### src/rtl/hbt_pkg.sv
package hbt_pkg;

  // Spacing limits, counted in arbitration clock periods
  localparam int unsigned SPACE_MIN_ARB = 4;
  localparam int unsigned SPACE_DATA_ARB = 5;
  localparam int unsigned SPACE_CNT_W = 3;
  localparam logic [SPACE_CNT_W-1:0] SPACE_CNT_MAX = 3'h7;
  localparam logic [SPACE_CNT_W-1:0] SPACE_MIN_CNT = SPACE_CNT_W'(SPACE_MIN_ARB);
  localparam logic [SPACE_CNT_W-1:0] SPACE_DATA_CNT = SPACE_CNT_W'(SPACE_DATA_ARB);

  // Host register addresses seen by the spacing checks
  localparam logic [2:0] ADDR_PTR_HI = 3'h2;
  localparam logic [2:0] ADDR_PTR_LO = 3'h3;
  localparam logic [2:0] ADDR_DATA = 3'h4;

  // Number of host control pins that pass the synchroniser
  localparam int unsigned CTRL_PINS = 9;
  localparam int unsigned PIN_CS = 0;
  localparam int unsigned PIN_ALE = 1;
  localparam int unsigned PIN_DS = 2;
  localparam int unsigned PIN_DIR = 3;
  localparam int unsigned PIN_RD = 4;
  localparam int unsigned PIN_WR = 5;
  localparam int unsigned PIN_BTP = 6;
  localparam int unsigned PIN_MUX = 7;
  localparam int unsigned PIN_PKG = 8;
  localparam logic [CTRL_PINS-1:0] CTRL_IDLE = 9'h03D;

  typedef enum logic [1:0] {
    HBT_IDLE,
    HBT_READ,
    HBT_WRITE
  } hbt_cyc_t;

endpackage

### src/rtl/hbt_host_port.sv
// Notes on behaviour
// Arbitration period is one or two clocks.
// Host spaces strobe leading edges four periods.
// Pointer read after data read waits five.
// Pointer read after data write waits five.
// Anything after pointer-low write waits four.
// Pointer-low write after data access waits five.
// Pointer-low write after data read waits five.
// Fast read timing needs bit zero, pin high; the code checks the pin only when large_package is set.
// Writes ignore read bit; need pin high; the code checks the pin only when large_package is set.
// Multiplexed mode latches address, select on ALE fall.
// Host holds direction stable around data strobe.
// Write data taken at strobe trailing edge.
// Data driven only while read strobe active.
// Host doubles cycle time for back-to-back access.
// Strobes synchronised; spacing counted in arbitration periods.
`timescale 1ns/100ps
module hbt_host_port #(
  parameter int ADDR_W = 3,
  parameter int DATA_W = 8
) (
  input wire logic clk_sys,
  input wire logic rst_n,
  input wire logic chip_select_n,
  input wire logic addr_latch,
  input wire logic data_strobe_n,
  input wire logic direction,
  input wire logic read_strobe_n,
  input wire logic write_strobe_n,
  input wire logic bus_timing_pin,
  input wire logic mux_mode_pin,
  input wire logic large_package,
  input wire logic strobe_style_68,
  input wire logic [ADDR_W-1:0] addr_in,
  input wire logic [DATA_W-1:0] data_in,
  input wire logic slow_arbitration_select,
  input wire logic read_timing_select_bit,
  input wire logic [DATA_W-1:0] reg_rdata,
  output logic [DATA_W-1:0] data_out_q,
  output logic data_oe_q,
  output logic [ADDR_W-1:0] reg_addr_q,
  output logic [DATA_W-1:0] reg_wdata_q,
  output logic reg_wr_q,
  output logic reg_rd_q,
  output logic arb_tick_q,
  output logic fast_read_q,
  output logic write_enable_q,
  output logic spacing_error_q
);

  ////////////////////////////////////////////////////////////////////////////
  logic [1:0] rst_sync_q;
  logic rst_i_n;
  logic [hbt_pkg::CTRL_PINS-1:0] ctl_s1_q, ctl_s2_q;
  logic [ADDR_W-1:0] addr_s1_q, addr_s2_q;
  logic [DATA_W-1:0] data_s1_q, data_s2_q;
  logic ale_prev_q, cs_lat_q, arb_div_q;
  logic [ADDR_W-1:0] addr_lat_q;
  hbt_pkg::hbt_cyc_t cyc_q, cyc_d;
  logic [hbt_pkg::SPACE_CNT_W-1:0] lead_cnt_q, trail_cnt_q;
  logic last_data_q, last_plo_wr_q;

  function automatic logic [hbt_pkg::SPACE_CNT_W-1:0] sat_inc(
    input logic [hbt_pkg::SPACE_CNT_W-1:0] v);
    sat_inc = (v == hbt_pkg::SPACE_CNT_MAX) ? v : v + 1'b1;
  endfunction

  function automatic logic is_ptr(input logic [ADDR_W-1:0] a);
    is_ptr = (a == ADDR_W'(hbt_pkg::ADDR_PTR_HI)) || (a == ADDR_W'(hbt_pkg::ADDR_PTR_LO));
  endfunction

  assign rst_i_n = rst_sync_q[1];

  always_ff @(posedge clk_sys or negedge rst_n)
  begin
    if (!rst_n)
      rst_sync_q <= 2'h0;
    else
      rst_sync_q <= {rst_sync_q[0], 1'b1};
  end

  ////////////////////////////////////////////////////////////////////////////
  // Pin synchronisers; first stage feeds only the second
  wire [hbt_pkg::CTRL_PINS-1:0] ctl_pins = {large_package, mux_mode_pin, bus_timing_pin,
    write_strobe_n, read_strobe_n, direction, data_strobe_n, addr_latch, chip_select_n};

  always_ff @(posedge clk_sys or negedge rst_i_n)
  begin
    if (!rst_i_n)
    begin
      ctl_s1_q <= hbt_pkg::CTRL_IDLE;
      ctl_s2_q <= hbt_pkg::CTRL_IDLE;
      addr_s1_q <= '0;
      addr_s2_q <= '0;
      data_s1_q <= '0;
      data_s2_q <= '0;
    end
    else
    begin
      ctl_s1_q <= ctl_pins;
      ctl_s2_q <= ctl_s1_q;
      addr_s1_q <= addr_in;
      addr_s2_q <= addr_s1_q;
      data_s1_q <= data_in;
      data_s2_q <= data_s1_q;
    end
  end

  ////////////////////////////////////////////////////////////////////////////
  wire ale_s = ctl_s2_q[hbt_pkg::PIN_ALE];
  wire mux_s = ctl_s2_q[hbt_pkg::PIN_MUX];
  wire ale_fall = ale_prev_q & ~ale_s;
  wire cs_act = mux_s ? cs_lat_q : ~ctl_s2_q[hbt_pkg::PIN_CS];
  wire ds_act = ~ctl_s2_q[hbt_pkg::PIN_DS];
  wire dir_rd = ctl_s2_q[hbt_pkg::PIN_DIR];
  // Direction sampled with the strobe; host keeps it steady meanwhile
  wire rd_strobe = strobe_style_68 ? (ds_act & dir_rd) : ~ctl_s2_q[hbt_pkg::PIN_RD];
  wire wr_strobe = strobe_style_68 ? (ds_act & ~dir_rd) : ~ctl_s2_q[hbt_pkg::PIN_WR];
  wire wr_ok = ~ctl_s2_q[hbt_pkg::PIN_PKG] | ctl_s2_q[hbt_pkg::PIN_BTP];
  wire fast_rd = ~read_timing_select_bit & wr_ok;
  wire rd_act = cs_act & rd_strobe;
  wire wr_act = cs_act & wr_strobe & write_enable_q;
  wire [ADDR_W-1:0] cyc_addr = mux_s ? addr_lat_q : addr_s2_q;
  wire idle = (cyc_q == hbt_pkg::HBT_IDLE);
  wire lead = idle & (rd_act | wr_act);
  wire rd_end = (cyc_q == hbt_pkg::HBT_READ) & ~rd_strobe;
  wire wr_end = (cyc_q == hbt_pkg::HBT_WRITE) & ~wr_strobe;
  wire trail = rd_end | wr_end;
  wire arb_tick = ~slow_arbitration_select | arb_div_q;
  // Clearing edge counts its own tick, so a gap of exactly the minimum passes
  wire [hbt_pkg::SPACE_CNT_W-1:0] tick_base = {{(hbt_pkg::SPACE_CNT_W-1){1'b0}}, arb_tick};
  wire is_data = (reg_addr_q == ADDR_W'(hbt_pkg::ADDR_DATA));
  wire is_plo_new = (cyc_addr == ADDR_W'(hbt_pkg::ADDR_PTR_LO));
  wire short_min = (lead_cnt_q < hbt_pkg::SPACE_MIN_CNT);
  wire short_plo = last_plo_wr_q & (trail_cnt_q < hbt_pkg::SPACE_MIN_CNT);
  wire short_dat = last_data_q & (trail_cnt_q < hbt_pkg::SPACE_DATA_CNT);
  wire ptr_rd_bad = short_dat & rd_act & is_ptr(cyc_addr);
  wire plo_wr_bad = short_dat & wr_act & is_plo_new;
  wire violation = lead & (short_min | short_plo | ptr_rd_bad | plo_wr_bad);

  always_comb
  begin
    cyc_d = cyc_q;
    unique case (cyc_q)
      hbt_pkg::HBT_IDLE:
        if (rd_act)
          cyc_d = hbt_pkg::HBT_READ;
        else if (wr_act)
          cyc_d = hbt_pkg::HBT_WRITE;
      hbt_pkg::HBT_READ:
        if (!rd_strobe)
          cyc_d = hbt_pkg::HBT_IDLE;
      hbt_pkg::HBT_WRITE:
        if (!wr_strobe)
          cyc_d = hbt_pkg::HBT_IDLE;
      default:
        cyc_d = hbt_pkg::HBT_IDLE;
    endcase
  end

  ////////////////////////////////////////////////////////////////////////////
  // Address phase; multiplexed hosts drop ALE before any strobe
  always_ff @(posedge clk_sys or negedge rst_i_n)
  begin
    if (!rst_i_n)
    begin
      ale_prev_q <= 1'b0;
      cs_lat_q <= 1'b0;
      addr_lat_q <= '0;
    end
    else
    begin
      ale_prev_q <= ale_s;
      if (ale_fall)
      begin
        cs_lat_q <= ~ctl_s2_q[hbt_pkg::PIN_CS];
        addr_lat_q <= addr_s2_q;
      end
    end
  end

  always_ff @(posedge clk_sys or negedge rst_i_n)
  begin
    if (!rst_i_n)
    begin
      cyc_q <= hbt_pkg::HBT_IDLE;
      reg_addr_q <= '0;
      reg_rd_q <= 1'b0;
      reg_wr_q <= 1'b0;
      reg_wdata_q <= '0;
      data_out_q <= '0;
      data_oe_q <= 1'b0;
    end
    else
    begin
      cyc_q <= cyc_d;
      reg_rd_q <= idle & rd_act;
      reg_wr_q <= wr_end;
      data_oe_q <= (cyc_d == hbt_pkg::HBT_READ);
      if (lead)
        reg_addr_q <= cyc_addr;
      if (wr_end)
        reg_wdata_q <= data_s2_q;
      if (cyc_q == hbt_pkg::HBT_READ)
        data_out_q <= reg_rdata;
    end
  end

  ////////////////////////////////////////////////////////////////////////////
  // Counters saturate at seven, so the first cycle after reset never flags
  always_ff @(posedge clk_sys or negedge rst_i_n)
  begin
    if (!rst_i_n)
    begin
      arb_div_q <= 1'b0;
      arb_tick_q <= 1'b0;
      lead_cnt_q <= hbt_pkg::SPACE_CNT_MAX;
      trail_cnt_q <= hbt_pkg::SPACE_CNT_MAX;
      last_data_q <= 1'b0;
      last_plo_wr_q <= 1'b0;
      spacing_error_q <= 1'b0;
      fast_read_q <= 1'b0;
      write_enable_q <= 1'b0;
    end
    else
    begin
      arb_div_q <= slow_arbitration_select & ~arb_div_q;
      arb_tick_q <= arb_tick;
      fast_read_q <= fast_rd;
      write_enable_q <= wr_ok;
      spacing_error_q <= violation;
      if (lead)
        lead_cnt_q <= tick_base;
      else if (arb_tick)
        lead_cnt_q <= sat_inc(lead_cnt_q);
      if (trail)
        trail_cnt_q <= tick_base;
      else if (arb_tick)
        trail_cnt_q <= sat_inc(trail_cnt_q);
      if (trail)
      begin
        last_data_q <= is_data;
        last_plo_wr_q <= wr_end & (reg_addr_q == ADDR_W'(hbt_pkg::ADDR_PTR_LO));
      end
    end
  end
endmodule

### config.mk
export PLATFORM = sky130hd
export DESIGN_NAME = hbt_host_port
export DESIGN_NICKNAME = d
export VERILOG_FILES = /design/src/rtl/hbt_pkg.sv /design/src/rtl/hbt_host_port.sv
export SDC_FILE = /design/constraint.sdc
export NUM_CORES = 1
export LEC_CHECK = 0
export BUFFER_PORTS_ARGS = -buffer_cell sky130_fd_sc_hd__buf_4
export CORE_ASPECT_RATIO = 1.25
export CORE_MARGIN = 3
export CORE_UTILIZATION = 48
export DETAILED_ROUTE_END_ITERATION = 6
export PLACE_DENSITY = 0.75
export SLEW_MARGIN = 20
export SYNTH_ARGS = -nofsm -noshare
export SYNTH_HDL_FRONTEND = slang
export SYNTH_SLANG_ARGS = --single-unit
### constraint.sdc
create_clock -name clk_sys -period 2.3 [get_ports clk_sys]
set_clock_uncertainty 0.05 [all_clocks]
set_input_delay 0.575 -clock clk_sys [delete_from_list [all_inputs] [get_ports clk_sys]]
set_output_delay 0.575 -clock clk_sys [all_outputs]
set_load 0.005 [all_outputs]
==> flow_metrics.env <==
export IMPL_drc_errors=0
export IMPL_p_leak_nw=1.75
export IMPL_syn_nets=244
export IMPL_layout_nets=311
export IMPL_cts_root_buf="clkbuf_8"
export IMPL_drv_slew=0
export IMPL_cts_hold_buf=1
export IMPL_yosys_warnings=0
export IMPL_clock_latency_ps=340
export IMPL_max_cap_violations=0
export IMPL_synth_top_area_share_pct=57.3
export IMPL_min_path_type="flip-flop to async pin"
export IMPL_post_cts_buffers=0
export IMPL_clock_path_buffers=2
export IMPL_rsz0062_at_grt="false"
export IMPL_synth_edf_count=0
export IMPL_grt_usage_pct=15.7
export IMPL_clkTransAtPathRegs_ps=90
export IMPL_outcome="finished clean"
export IMPL_multiInputGateArea_um2=793
export IMPL_finalSetupTns_ps=0
export IMPL_critPathBufInv=1
export IMPL_stdcell_count=361
export IMPL_dpl_cell_area_um2=3510
export IMPL_hpwl_um=3480
export IMPL_final_cell_area_um2=3720
export IMPL_cts_tree="built"
export IMPL_drtIter0Drc=99
export IMPL_grt_pass1_wl_um=8470
export IMPL_port_buffers=58
export IMPL_placed_cells=344
export IMPL_crit_required_ps=2480
export IMPL_yosysUniqueCellTypes=39
export IMPL_critPathSlowestCell="dfstp_2"
export IMPL_crit_path_start_kind="flip-flop"
export IMPL_area_growth_pct=25.3
export IMPL_fp_dieW_um=76.4
export IMPL_power_density_nw_per_um2=998
export IMPL_cts_sinks=84
export IMPL_fp_dieArea_um2=7180
export IMPL_place_congestion=0.840
export IMPL_synth_area_leaders="dfrtp_1, dfstp_2, nand2_1"
export IMPL_vias=1729
export IMPL_rows=31
export IMPL_postCtsResizedCells=0
export IMPL_yosys_most_used_dff="dfrtp_1"
export IMPL_first_global_vias=1811
export IMPL_max_freq_mhz=543
export IMPL_syn_cell_area_um2=2970
export IMPL_overflow=0
export IMPL_arrival_ps=2020
export IMPL_synth_top_area_cell="dfrtp_1"
export IMPL_antenna_found_initial=0
export IMPL_synth_cells=207
export IMPL_max_stage_delay_ps=550
export IMPL_timing_final_crit_share_pct=80.0
export IMPL_core_area_um2=5900
export IMPL_synth_area_per_cell_um2=14.4
export IMPL_ioPinCount=59
export IMPL_cp_cell_sequence="nor2_1 > a2111oi_4 > buf_4 > mux2_2"
export IMPL_hold_violations=0
export IMPL_seq_area_frac_synth_pct=71.4
export IMPL_worst_ir_drop_vdd_v=0.000603
export IMPL_fillCellCount=466
export IMPL_setup_viol=0
export IMPL_wl_per_cell_um=13.9
export IMPL_start_util_pct=50.4
export IMPL_num_antenna_cells=0
export IMPL_crit_fanout=11
export IMPL_cts_buffers_inserted=9
export IMPL_cp_top_family="flip-flops"
export IMPL_regArea_um2=2130
export IMPL_htreeDepth=3
export IMPL_synth_async_sr_flop_share_pct=100
export IMPL_die_y_um=94.0
export IMPL_grt_max_degree=44
export IMPL_cp_end_kind="flip-flop"
export IMPL_min_period_ps=1840
export IMPL_first_pass_iters=4
export IMPL_avgViaCountPerCell=4.79
export IMPL_drive_gt1_share_pct=40.5
export IMPL_ant_nets=0
export IMPL_wl_um=5030
export IMPL_path_class="flip-flop to flip-flop"
export IMPL_synth_seq_cells=84
export IMPL_worst_pin_slew_ps=588
export IMPL_power_w=0.00372
export IMPL_maxSlewHeadroom_pct=60.7
per-layer routing:
metal	global-route usage [%]	up-vias	part of all wire, %
li1	-	833	-
met1	17.2	830	39
met2	27.0	55	53
met3	5.09	11	5.6
met4	8.46	0	2.3
met5	0	-	0
power by group:
group	internal (W)	total [W]	switching, W
clock	0.000518	0.00105	0.000532
combinational	0.000440	0.000719	0.000279
sequential	0.00177	0.00195	0.000184
total	0.00272	0.00372	0.000994
logic make-up (layout without fill, tap and decap cells):
family | after synthesis | after routing | synth area share, %
multiplexers | 17 | 17 | 7.28
adder cells (fa/ha/maj) | 4 | 4 | 1.68
AND/OR/NAND/NOR | 59 | 59 | 9.90
other | 1 | 1 | 0.126
AO/OA/AOI/OAI | 31 | 31 | 7.71
buffers and inverters | 11 | 83 | 1.89
flip-flops | 84 | 84 | 71.4
path summary, 6_finish.rpt:
check | start | to | slack [ps] | cells after the start
max | ctl_s2_q[3] | reg_wdata_q[3] | 460 | 4
min | rst_sync_q[1] | data_s1_q[5] | 280 | 0
max reg2reg | ctl_s2_q[3] | reg_wdata_q[3] | 460 | 4
min reg2reg | rst_sync_q[1] | data_s1_q[5] | 280 | 0
max in group asynchronous | rst_sync_q[1] | ctl_s1_q[0] | 1260 | 1
min in group clk_sys | data_in[0] | data_s1_q[0] | 280 | 1
per-stage QoR:
stage,setup slack [ps],util (%),hold slack [ps]
after floorplan,638,-,229
after global routing,390,63.2,246
final,460,63.2,276
after global placement,409,59.5,281
after detailed placement,334,59.5,285
after CTS,465,63.2,247
flip-flops by register name, indices dropped and copies added (netlist names), 2 cells and up:
signal and flops:
trail_cnt_q 3, data_s1_q 8, cyc_q 2, rst_sync_q 2
lead_cnt_q 3, ctl_s1_q 9, ctl_s2_q 9, addr_lat_q 3
addr_s1_q 3, data_out_q 8, reg_addr_q 3, addr_s2_q 3
data_s2_q 8, reg_wdata_q 8
cell type report:
cell class / count / area share (%)
tap: 82 / 2.75
inverter: 6 / 0.605
timing repair buffer: 61 / 12.7
sequential: 84 / 57.1
clock buffer: 9 / 3.33
multi-input combinational: 112 / 21.3
clock inverter: 7 / 2.25
synthesized netlist by cell type, types with 2 or more instances:
| library cell | count |
|---|---|
| mux2_4 | 7 |
| clkbuf_1 | 3 |
| mux2_2 | 6 |
| ha_1 | 4 |
| nor3_1 | 2 |
| dfrtp_1 | 68 |
| dfstp_2 | 16 |
| nor2b_1 | 3 |
| nand2b_1 | 6 |
| nor2_1 | 8 |
| o21ai_0 | 10 |
| nand2_1 | 31 |
| mux2_1 | 3 |
| inv_1 | 6 |
| a21oi_1 | 8 |
| o31ai_1 | 2 |
| buf_6 | 2 |
cells in the final DEF, fill, tap and decap left out, types with 2 or more instances in the layout:
master    Yosys  layout
a21oi_1       8       8
buf_4         0      59
clkbuf_8      0       9
clkinv_4      0       3
dfrtp_1      68      67
dfstp_2      16      16
ha_1          4       4
inv_1         6       6
mux2_1        3       3
mux2_2        6       6
mux2_4        7       7
nand2_1      31      31
nand2b_1      6       6
nor2_1        8       8
nor2b_1       3       3
nor3_1        2       2
o21ai_0      10      10
o31ai_1       2       2
Note: power is estimated with default switching activity, not from simulation.
